===== config.mk =====
export PLATFORM = sky130hd
export DESIGN_NAME = fault_waveform_capture_control
export DESIGN_NICKNAME = d
export VERILOG_FILES = /design/src/core/fault_capture_pkg.sv /design/src/core/fault_waveform_capture_control.sv /design/src/core/record_directory.sv
export VERILOG_INCLUDE_DIRS = /design/src /design/src/core
export SDC_FILE = /design/constraint.sdc
export NUM_CORES = 1
export LEC_CHECK = 0
export BUFFER_PORTS_ARGS = -buffer_cell sky130_fd_sc_hd__buf_4
export CAP_MARGIN = 10
export CORE_AREA = 2 2 191 193
export CTS_CLUSTER_SIZE = 40
export DETAILED_ROUTE_END_ITERATION = 8
export DIE_AREA = 0 0 193 195
export HOLD_SLACK_MARGIN = 0.02
export PLACE_DENSITY = 0.72
export SYNTH_ARGS = -nofsm -noshare
export SYNTH_HDL_FRONTEND = slang
export SYNTH_HIERARCHICAL = 1
export SYNTH_SLANG_ARGS = --single-unit
export TNS_END_PERCENT = 5

===== constraint.sdc =====
create_clock -name clk_sys -period 9.8 [get_ports clk_sys]
set_input_delay 0.49 -clock clk_sys [delete_from_list [all_inputs] [get_ports clk_sys]]
set_output_delay 0.49 -clock clk_sys [all_outputs]
set_load 0.05 [all_outputs]

===== src/core/fault_capture_cfg.svh =====
`ifndef FAULT_CAPTURE_CFG_SVH
`define FAULT_CAPTURE_CFG_SVH

// Clock and sample timing
`define CLK_PERIOD_NS 10
`define SAMPLE_PERIOD_NS 1250000
`define SAMPLE_CYCLES (`SAMPLE_PERIOD_NS / `CLK_PERIOD_NS)
`define SAMPLES_PER_10MS 8

// Setting ranges in units of 10 ms
`define PRE_MIN_10MS 9'h005
`define PRE_MAX_10MS 9'h032
`define PRE_DEF_10MS 9'h019
`define POST_MIN_10MS 9'h005
`define POST_MAX_10MS 9'h032
`define POST_DEF_10MS 9'h00A
`define MAXLEN_MIN_10MS 9'h01E
`define MAXLEN_MAX_10MS 9'h1F4
`define MAXLEN_DEF_10MS 9'h0C8
`define CAPDUR_MIN_10MS 9'h00A
`define CAPDUR_MAX_10MS 9'h1F4
`define CAPDUR_DEF_10MS 9'h032

// Record memory: 20 s of samples, at most 8 records
`define MEM_DEPTH 14'h3E80
`define MEM_AW 14
`define DIR_DEPTH 8
`define DIR_IW 3
`define LEN_W 13

`endif


===== src/core/fault_capture_pkg.sv =====
package fault_capture_pkg;

  // Capture sequence, Gray coded along idle-run-post-close
  typedef enum logic [1:0] {
    st_idle = 2'b00,
    st_run = 2'b01,
    st_post = 2'b11,
    st_close = 2'b10
  } capture_state_t;

  typedef enum logic [1:0] {
    mode_save_pickup = 2'b00,
    mode_save_trip = 2'b01,
    mode_start_trip = 2'b10
  } trigger_mode_t;

  typedef enum logic {
    scope_fault_event = 1'b0,
    scope_system_fault = 1'b1
  } capture_scope_t;

  // Operator settings, times in units of 10 ms
  typedef struct packed {
    logic capture_enable;
    trigger_mode_t trigger_mode_select;
    capture_scope_t scope;
    logic [8:0] pre_time;
    logic [8:0] post_time;
    logic [8:0] max_length;
    logic [8:0] input_capture_duration;
    logic capture_infinite;
  } capture_settings_t;

  // One stored record: first sample address and length in samples
  typedef struct packed {
    logic [13:0] start;
    logic [12:0] length;
  } record_entry_t;

endpackage : fault_capture_pkg


===== src/core/fault_waveform_capture_control.sv =====
`timescale 1ns/10ps
`include "fault_capture_cfg.svh"

module fault_waveform_capture_control #(
  parameter int SAMPLE_CYCLES = `SAMPLE_CYCLES
) (
  // Clock and reset
  input wire logic clk_sys,
  input wire logic reset,
  // Settings
  input wire fault_capture_pkg::capture_settings_t settings,
  // Protection indications
  input wire logic [7:0] pickup,
  input wire logic trip,
  input wire logic reclose_active,
  // External trigger sources
  input wire logic binary_trigger,
  input wire logic operator_trigger,
  // Sample stream into record memory
  input wire logic [15:0] sample_data,
  output logic mem_wr_en,
  output logic [13:0] mem_wr_addr,
  output logic [15:0] mem_wr_data,
  // Status
  output logic recording_active,
  output logic record_start_flag,
  output logic waveform_deleted,
  output logic [3:0] record_count,
  // Record directory readout
  input wire logic [2:0] dir_rd_index,
  output fault_capture_pkg::record_entry_t dir_rd_entry
);

  // Clamp a 10 ms setting into its range and convert to samples
  function automatic logic [12:0] to_samples(input logic [8:0] val, input logic [8:0] lo,
                                             input logic [8:0] hi);
    logic [8:0] c;
    c = (val < lo) ? lo : ((val > hi) ? hi : val);
    return 13'(c) * 13'(`SAMPLES_PER_10MS);
  endfunction : to_samples

  // Step a memory address backward by a span, wrapping at the depth
  function automatic logic [13:0] addr_back(input logic [13:0] a, input logic [12:0] d);
    return (a >= 14'(d)) ? 14'(a - 14'(d)) : 14'(a + `MEM_DEPTH - 14'(d));
  endfunction : addr_back

  // Step a memory address forward, wrapping at the depth
  function automatic logic [13:0] addr_next(input logic [13:0] a);
    return (a == 14'(`MEM_DEPTH - 14'h0001)) ? 14'h0000 : 14'(a + 14'h0001);
  endfunction : addr_next

  // Sequence state and the record being captured
  fault_capture_pkg::capture_state_t state;
  fault_capture_pkg::record_entry_t cur;
  logic [12:0] post_cnt, ext_cnt;
  logic is_ext, keep, criterion;
  logic sample_on, open_rec, start_rec, at_cap;
  // Sample timing and settings in samples
  logic [16:0] tick_cnt;
  logic tick;
  logic [12:0] pre_s, post_s, max_s, cap_s;
  // Trigger history
  logic pickup_any, pickup_prev, trip_prev, bin_prev, op_pending;
  logic fault_trig, ext_trig, trig;
  // Directory side
  logic dir_push, evict;
  logic [3:0] dir_count;
  fault_capture_pkg::record_entry_t dir_oldest;
  logic dir_deleted;

  // Settings converted once to sample counts
  assign pre_s = to_samples(settings.pre_time, `PRE_MIN_10MS, `PRE_MAX_10MS);
  assign post_s = to_samples(settings.post_time, `POST_MIN_10MS, `POST_MAX_10MS);
  assign max_s = to_samples(settings.max_length, `MAXLEN_MIN_10MS, `MAXLEN_MAX_10MS);
  assign cap_s = to_samples(settings.input_capture_duration, `CAPDUR_MIN_10MS,
                            `CAPDUR_MAX_10MS);

  // Sample strobe every 1.25 ms
  always_ff @(posedge clk_sys) begin
    if (reset) begin
      tick_cnt <= 17'h00000;
      tick <= 1'b0;
    end else begin
      tick <= (tick_cnt == 17'(SAMPLE_CYCLES - 1));
      tick_cnt <= (tick_cnt == 17'(SAMPLE_CYCLES - 1)) ? 17'h00000 : tick_cnt + 17'h00001;
    end
  end

  // Trigger sources, judged at sample instants
  assign pickup_any = |pickup;
  always_comb begin
    unique case (settings.trigger_mode_select)
      fault_capture_pkg::mode_start_trip: fault_trig = trip && !trip_prev;
      default: fault_trig = pickup_any && !pickup_prev;
    endcase
  end
  assign ext_trig = (binary_trigger != bin_prev) || op_pending;
  assign trig = fault_trig || ext_trig;

  // Edge history, sampled at sample instants only
  always_ff @(posedge clk_sys) begin
    if (reset) begin
      pickup_prev <= 1'b0;
      trip_prev <= 1'b0;
      bin_prev <= 1'b0; // Matches the idle level of the binary input
    end else if (tick) begin
      pickup_prev <= pickup_any;
      trip_prev <= trip;
      bin_prev <= binary_trigger;
    end
  end

  // Operator command held until the next sample instant
  always_ff @(posedge clk_sys) begin
    if (reset) begin
      op_pending <= 1'b0;
    end else if (operator_trigger) begin
      op_pending <= 1'b1; // Set wins over the clear below
    end else if (tick) begin
      op_pending <= 1'b0;
    end
  end

  // Storage criterion for the open record
  always_comb begin
    if (is_ext) begin
      criterion = settings.capture_infinite ? binary_trigger : (ext_cnt < cap_s);
    end else if (settings.trigger_mode_select == fault_capture_pkg::mode_start_trip) begin
      criterion = trip;
    end else begin
      criterion = pickup_any;
    end
    if (!is_ext && settings.scope == fault_capture_pkg::scope_system_fault) begin
      criterion = criterion || reclose_active;
    end
  end

  // Decisions shared by the sequence, the record fields and the status outputs
  assign sample_on = tick && settings.capture_enable;
  assign open_rec = (state == fault_capture_pkg::st_run) ||
                    (state == fault_capture_pkg::st_post);
  assign start_rec = (state == fault_capture_pkg::st_idle) && sample_on && trig;
  assign at_cap = (cur.length + 13'h0001 >= max_s);

  // Capture sequence; triggers are only looked at while idle
  always_ff @(posedge clk_sys) begin
    if (reset) begin
      state <= fault_capture_pkg::st_idle;
    end else begin
      unique case (state)
        fault_capture_pkg::st_idle: begin
          if (start_rec) begin
            state <= fault_capture_pkg::st_run;
          end
        end
        fault_capture_pkg::st_run, fault_capture_pkg::st_post: begin
          if (!settings.capture_enable) begin
            state <= fault_capture_pkg::st_idle;
          end else if (tick) begin
            if (at_cap) begin
              state <= fault_capture_pkg::st_close;
            end else if (criterion) begin
              state <= fault_capture_pkg::st_run; // Fault renewed during post time
            end else if (state == fault_capture_pkg::st_run) begin
              state <= fault_capture_pkg::st_post;
            end else if (post_cnt >= post_s) begin
              state <= fault_capture_pkg::st_close;
            end
          end
        end
        fault_capture_pkg::st_close: begin
          state <= fault_capture_pkg::st_idle;
        end
      endcase
    end
  end

  // Record descriptor: start reaches back by the pre time, length counts samples
  always_ff @(posedge clk_sys) begin
    if (reset) begin
      cur <= '0;
    end else if (start_rec) begin
      cur.start <= addr_back(mem_wr_addr, pre_s);
      cur.length <= pre_s + 13'h0001;
    end else if (open_rec && sample_on) begin
      cur.length <= cur.length + 13'h0001;
    end
  end

  // Post time counter, restarted whenever the criterion comes back
  always_ff @(posedge clk_sys) begin
    if (reset) begin
      post_cnt <= 13'h0000;
    end else if (open_rec && sample_on && !at_cap) begin
      if (criterion) begin
        post_cnt <= 13'h0000;
      end else if (state == fault_capture_pkg::st_run) begin
        post_cnt <= 13'h0001;
      end else if (post_cnt < post_s) begin
        post_cnt <= post_cnt + 13'h0001;
      end
    end
  end

  // Input capture duration count from the trigger instant
  always_ff @(posedge clk_sys) begin
    if (reset) begin
      ext_cnt <= 13'h0000;
    end else if (start_rec) begin
      ext_cnt <= 13'h0000;
    end else if (open_rec && sample_on) begin
      ext_cnt <= ext_cnt + 13'h0001;
    end
  end

  // Origin of the open record and its keep decision
  always_ff @(posedge clk_sys) begin
    if (reset) begin
      is_ext <= 1'b0;
      keep <= 1'b0;
    end else if (start_rec) begin
      is_ext <= !fault_trig;
      keep <= !fault_trig ||
              settings.trigger_mode_select != fault_capture_pkg::mode_save_trip;
    end else if (open_rec && sample_on && trip) begin
      keep <= 1'b1;
    end
  end

  // Close hands a kept record to the directory; oldest data is evicted on overwrite
  assign dir_push = (state == fault_capture_pkg::st_close) && keep;
  assign evict = sample_on && (dir_count != 4'h0) &&
                 (addr_next(mem_wr_addr) == dir_oldest.start);

  record_directory u_dir (
    .clk_sys(clk_sys),
    .reset(reset),
    .push(dir_push),
    .push_entry(cur),
    .pop_oldest(evict),
    .count(dir_count),
    .oldest(dir_oldest),
    .deleted(dir_deleted),
    .rd_index(dir_rd_index),
    .rd_entry(dir_rd_entry)
  );

  // Revolving sample write into record memory
  always_ff @(posedge clk_sys) begin
    if (reset) begin
      mem_wr_en <= 1'b0;
      mem_wr_addr <= 14'h0000;
      mem_wr_data <= 16'h0000;
    end else begin
      mem_wr_en <= sample_on;
      if (sample_on) begin
        mem_wr_data <= sample_data;
        mem_wr_addr <= addr_next(mem_wr_addr);
      end
    end
  end

  // Record status outputs
  always_ff @(posedge clk_sys) begin
    if (reset) begin
      recording_active <= 1'b0;
      record_start_flag <= 1'b0;
    end else begin
      recording_active <= open_rec;
      record_start_flag <= start_rec;
    end
  end

  // Directory status outputs
  always_ff @(posedge clk_sys) begin
    if (reset) begin
      waveform_deleted <= 1'b0;
      record_count <= 4'h0;
    end else begin
      waveform_deleted <= dir_deleted;
      record_count <= dir_count;
    end
  end

endmodule : fault_waveform_capture_control


===== src/core/record_directory.sv =====
`timescale 1ns/10ps
`include "fault_capture_cfg.svh"

module record_directory (
  // Clock and reset
  input wire logic clk_sys,
  input wire logic reset,
  // Update
  input wire logic push,
  input wire fault_capture_pkg::record_entry_t push_entry,
  input wire logic pop_oldest,
  // State
  output logic [3:0] count,
  output fault_capture_pkg::record_entry_t oldest,
  output logic deleted,
  // Read port, index 0 is the oldest record
  input wire logic [2:0] rd_index,
  output fault_capture_pkg::record_entry_t rd_entry
);

  fault_capture_pkg::record_entry_t entry [`DIR_DEPTH];
  logic [2:0] head;
  logic full;
  logic do_pop;

  assign full = (count == 4'(`DIR_DEPTH));
  // A push into a full directory displaces the oldest record
  assign do_pop = (pop_oldest || (push && full)) && (count != 4'h0);
  assign oldest = entry[head];

  // Ring of entries written at head plus count
  always_ff @(posedge clk_sys) begin
    if (push) begin
      entry[3'(head + count[2:0])] <= push_entry;
    end
  end

  // Occupancy and oldest pointer
  always_ff @(posedge clk_sys) begin
    if (reset) begin
      head <= 3'h0;
      count <= 4'h0;
    end else begin
      if (do_pop) begin
        head <= head + 3'h1;
      end
      count <= count + 4'(push) - 4'(do_pop);
    end
  end

  // Deletion event and registered read
  always_ff @(posedge clk_sys) begin
    if (reset) begin
      deleted <= 1'b0;
      rd_entry <= '0;
    end else begin
      deleted <= do_pop;
      rd_entry <= (3'(rd_index) < count[2:0] || full) ? entry[3'(head + rd_index)] : '0;
    end
  end

endmodule : record_directory


==> results.md <==
* Status: finished clean
* Tmin final at 4180 ps
* CTS tree: yes
* Leakage at ~7.3 nW
* Resized cells post-CTS at 0
* Finished layout cell area at roughly 0.021 mm^2
* CP max FO at 28
* Drt pass-1 iters at 5
* DRT iter0 DRCs at between 1000 and 1500
* Fin. Hold Viols at 0
* Reg clk slew, reported paths at approximately 60 ps
* Mapped Area at around 0.018 mm^2
* Clk_lat worst skew at approximately 550 ps
* Switching share of power at 0.216
* Total CTS buffers at slightly above 40
* Crit path kind: reg -> reg
* First-pass GRT wire length at ~67000 um
* DRT Wirelength at between 40000 and 50000 um
* Clk sinks at approximately 370
* Inst Count DP at 2054
* Chip width at approximately 190 um
* Die ar. at 0.0376 mm^2
* CP Capture Type: flip-flop
* WHS at 162 ps
* Power, Total at around 0.0034 W
* Fillers at between 2000 and 3000
* HPWL after detailed placement at 28200 um
* Gr usage total at 0.231
* Dpl cell area at 0.0196 mm^2
* Htree depth at 2
* Worst path top cell family by delay: multiplexers
* Final period util at 0.426
* Sequential Area at about 0.0096 mm^2
* CP Launch Type: flip-flop
* Combinational power share at 0.045
* Share of layout cells above drive strength 1 at 0.192
* Seq pwr share at 0.486
* Stages on worst setup path at 17
* Antenna diode count at 0
* Placeable Area at between 0.03 and 0.04 mm^2
* Synth warnings at 6
* Initial Util at 0.512
* Antenna-violating nets left at 0
* GRT Residual Overflow at 0
* WP buf/inv at 2
* Slowest-stage cell, CP: mux4_1
* Worst path required time at just over 10000 ps
* Avg Inst Size Synth at about 12 um^2
* Psw at ~0.00073 W
* Initial antenna violation count at 0
* Clock skew at 18.3 ps
* Worst r2r path cells at 17
* FMAX at between 200 and 250 MHz
* Max-cap viol count at 0
* Slew headroom at 0.293
* P per Cell Area at 161 mW/mm^2
* Vias in the first global route at 12200
* Pins Over Slew Limit at 0
* I/O pins at between 100 and 150
* Final setup viols at 0
* Die height at between 150 and 200 um
* Critical Path AT at roughly 4600 ps
* Worst Hold Depth at 3
* Hold Crit Class: in -> reg
* Multi-input gate area at about 0.008 mm^2
* Nets at 1790
* Largest net degree at the start of global routing at approximately 80
* CTS Hold Bufs at 0
* Clock buffer depth at 3
* Routability cong. at roughly 0.93
* CP cell instances: buf_4 > mux4_1 > mux2_2 > nor3_1 > a21oi_1 > a21oi_1 > o2111ai_1 > nor4_1 > and3_1 > o21ai_0 > nand2b_1 > o21ai_0 > ha_1 > inv_1 > fa_1 > xor2_1 > nor2_1
* Cells after Synth at between 1500 and 2000
* Clock Power Share at 0.469
* Least-Margin Pin Slew at 1060 ps
* Worst VDD drop at between 0.1 and 0.15 mV
* DR WL/cell at ~20 um
* Vias per cell at slightly below 6
* Synthesis-to-layout area growth at 15.9%
* Critical path's largest stage delay at ~620 ps
* Unrepaired setup endpoints after global routing: no
* Port bufs at ~140
* Post-CTS Setup Bufs at 0
* DRC viols at 0
* # rows at between 60 and 70
* Setup TNS at 0 ps
* Pint at ~0.0026 W
* Total number of vias at roughly 13000
* Fin cells at 2131
* Root Buffer: clkbuf_16
## final timing paths
path / startpoint / end / slack (ps)
worst min-delay path: operator_trigger / op_pending / 160
worst max register to register: flip-flop / u_dir/count[2] / 5620
worst min register to register: u_dir/deleted / waveform_deleted / 440
worst max-delay path: flip-flop / u_dir/count[2] / 5620
## flip-flops by register name (all words and copies together) (netlist names), 2 cells and up, named ones only
signal,cells
ext_cnt,13
post_cnt,13
u_dir/count,4
cur,27
mem_wr_addr,14
u_dir/rd_entry,27
state,2
mem_wr_data,16
u_dir/entry,216
u_dir/head,3
tick_cnt,17
record_count,4
## tightest hold or removal path, delay by kind of cell
family,cells,cell delay (ps)
buf+inv,1,90
compound gates,1,30
simple gates,1,70
## power by group through the flow
stage               Clock (W)  Sequential, W  Combinational, W
global route          0.00167        0.00164          0.000164
finish                0.00158        0.00164          0.000151
global placement            0        0.00167          0.000150
detailed placement          0        0.00167          0.000152
floorplan                   0        0.00169         0.0000739
CTS                   0.00161        0.00164          0.000152
## cells in the final DEF (no fill, tap or decap), types with 6 or more instances in the layout
cell type	count
a211oi_1	14
a21o_1	8
a21oi_1	105
a31oi_1	10
and2_1	8
and3_1	17
buf_4	151
bufinv_16	6
clkbuf_1	8
clkbuf_16	41
clkinv_2	6
conb_1	10
dfxtp_1	155
edfxtp_1	216
fa_1	7
ha_1	70
inv_1	66
mux2_2	15
mux4_1	28
mux4_2	54
nand2_1	164
nand2b_1	11
nand3_1	30
nand3b_1	6
nand4_1	18
nor2_1	111
nor2b_1	14
nor3_1	24
nor3_2	6
nor4_1	11
o21ai_0	43
o31ai_1	12
or3_1	17
xnor2_1	37
xor2_1	47
## area by class of cell
cell class,instances,share of cell area
inverter,66,0.0118
clock inverter,26,0.0156
tap,461,0.0275
sequential,371,0.457
clock buffer,50,0.0510
timing repair buffer,152,0.0545
multi-input combinational,1005,0.383
## layer usage
metal	GRT usage	vias to the layer above	part of all wire
met4	0.0651	0	0.024
met3	0.0471	75	0.073
met5	0	-	0
li1	-	5872	-
met2	0.370	434	0.47
met1	0.321	6224	0.43
## per-stage QoR
| step | util | worst slack (ps) |
|---|---|---|
| 6_report | 0.593 | 5620 |
| 5_1_grt | 0.593 | 5210 |
| 4_1_cts | 0.593 | 5640 |
| 3_5_place_dp | 0.553 | 5510 |
| 3_3_place_gp | 0.553 | 5610 |
| 2_1_floorplan | - | 5950 |
No activity file was read; power rests on OpenSTA's default activity.
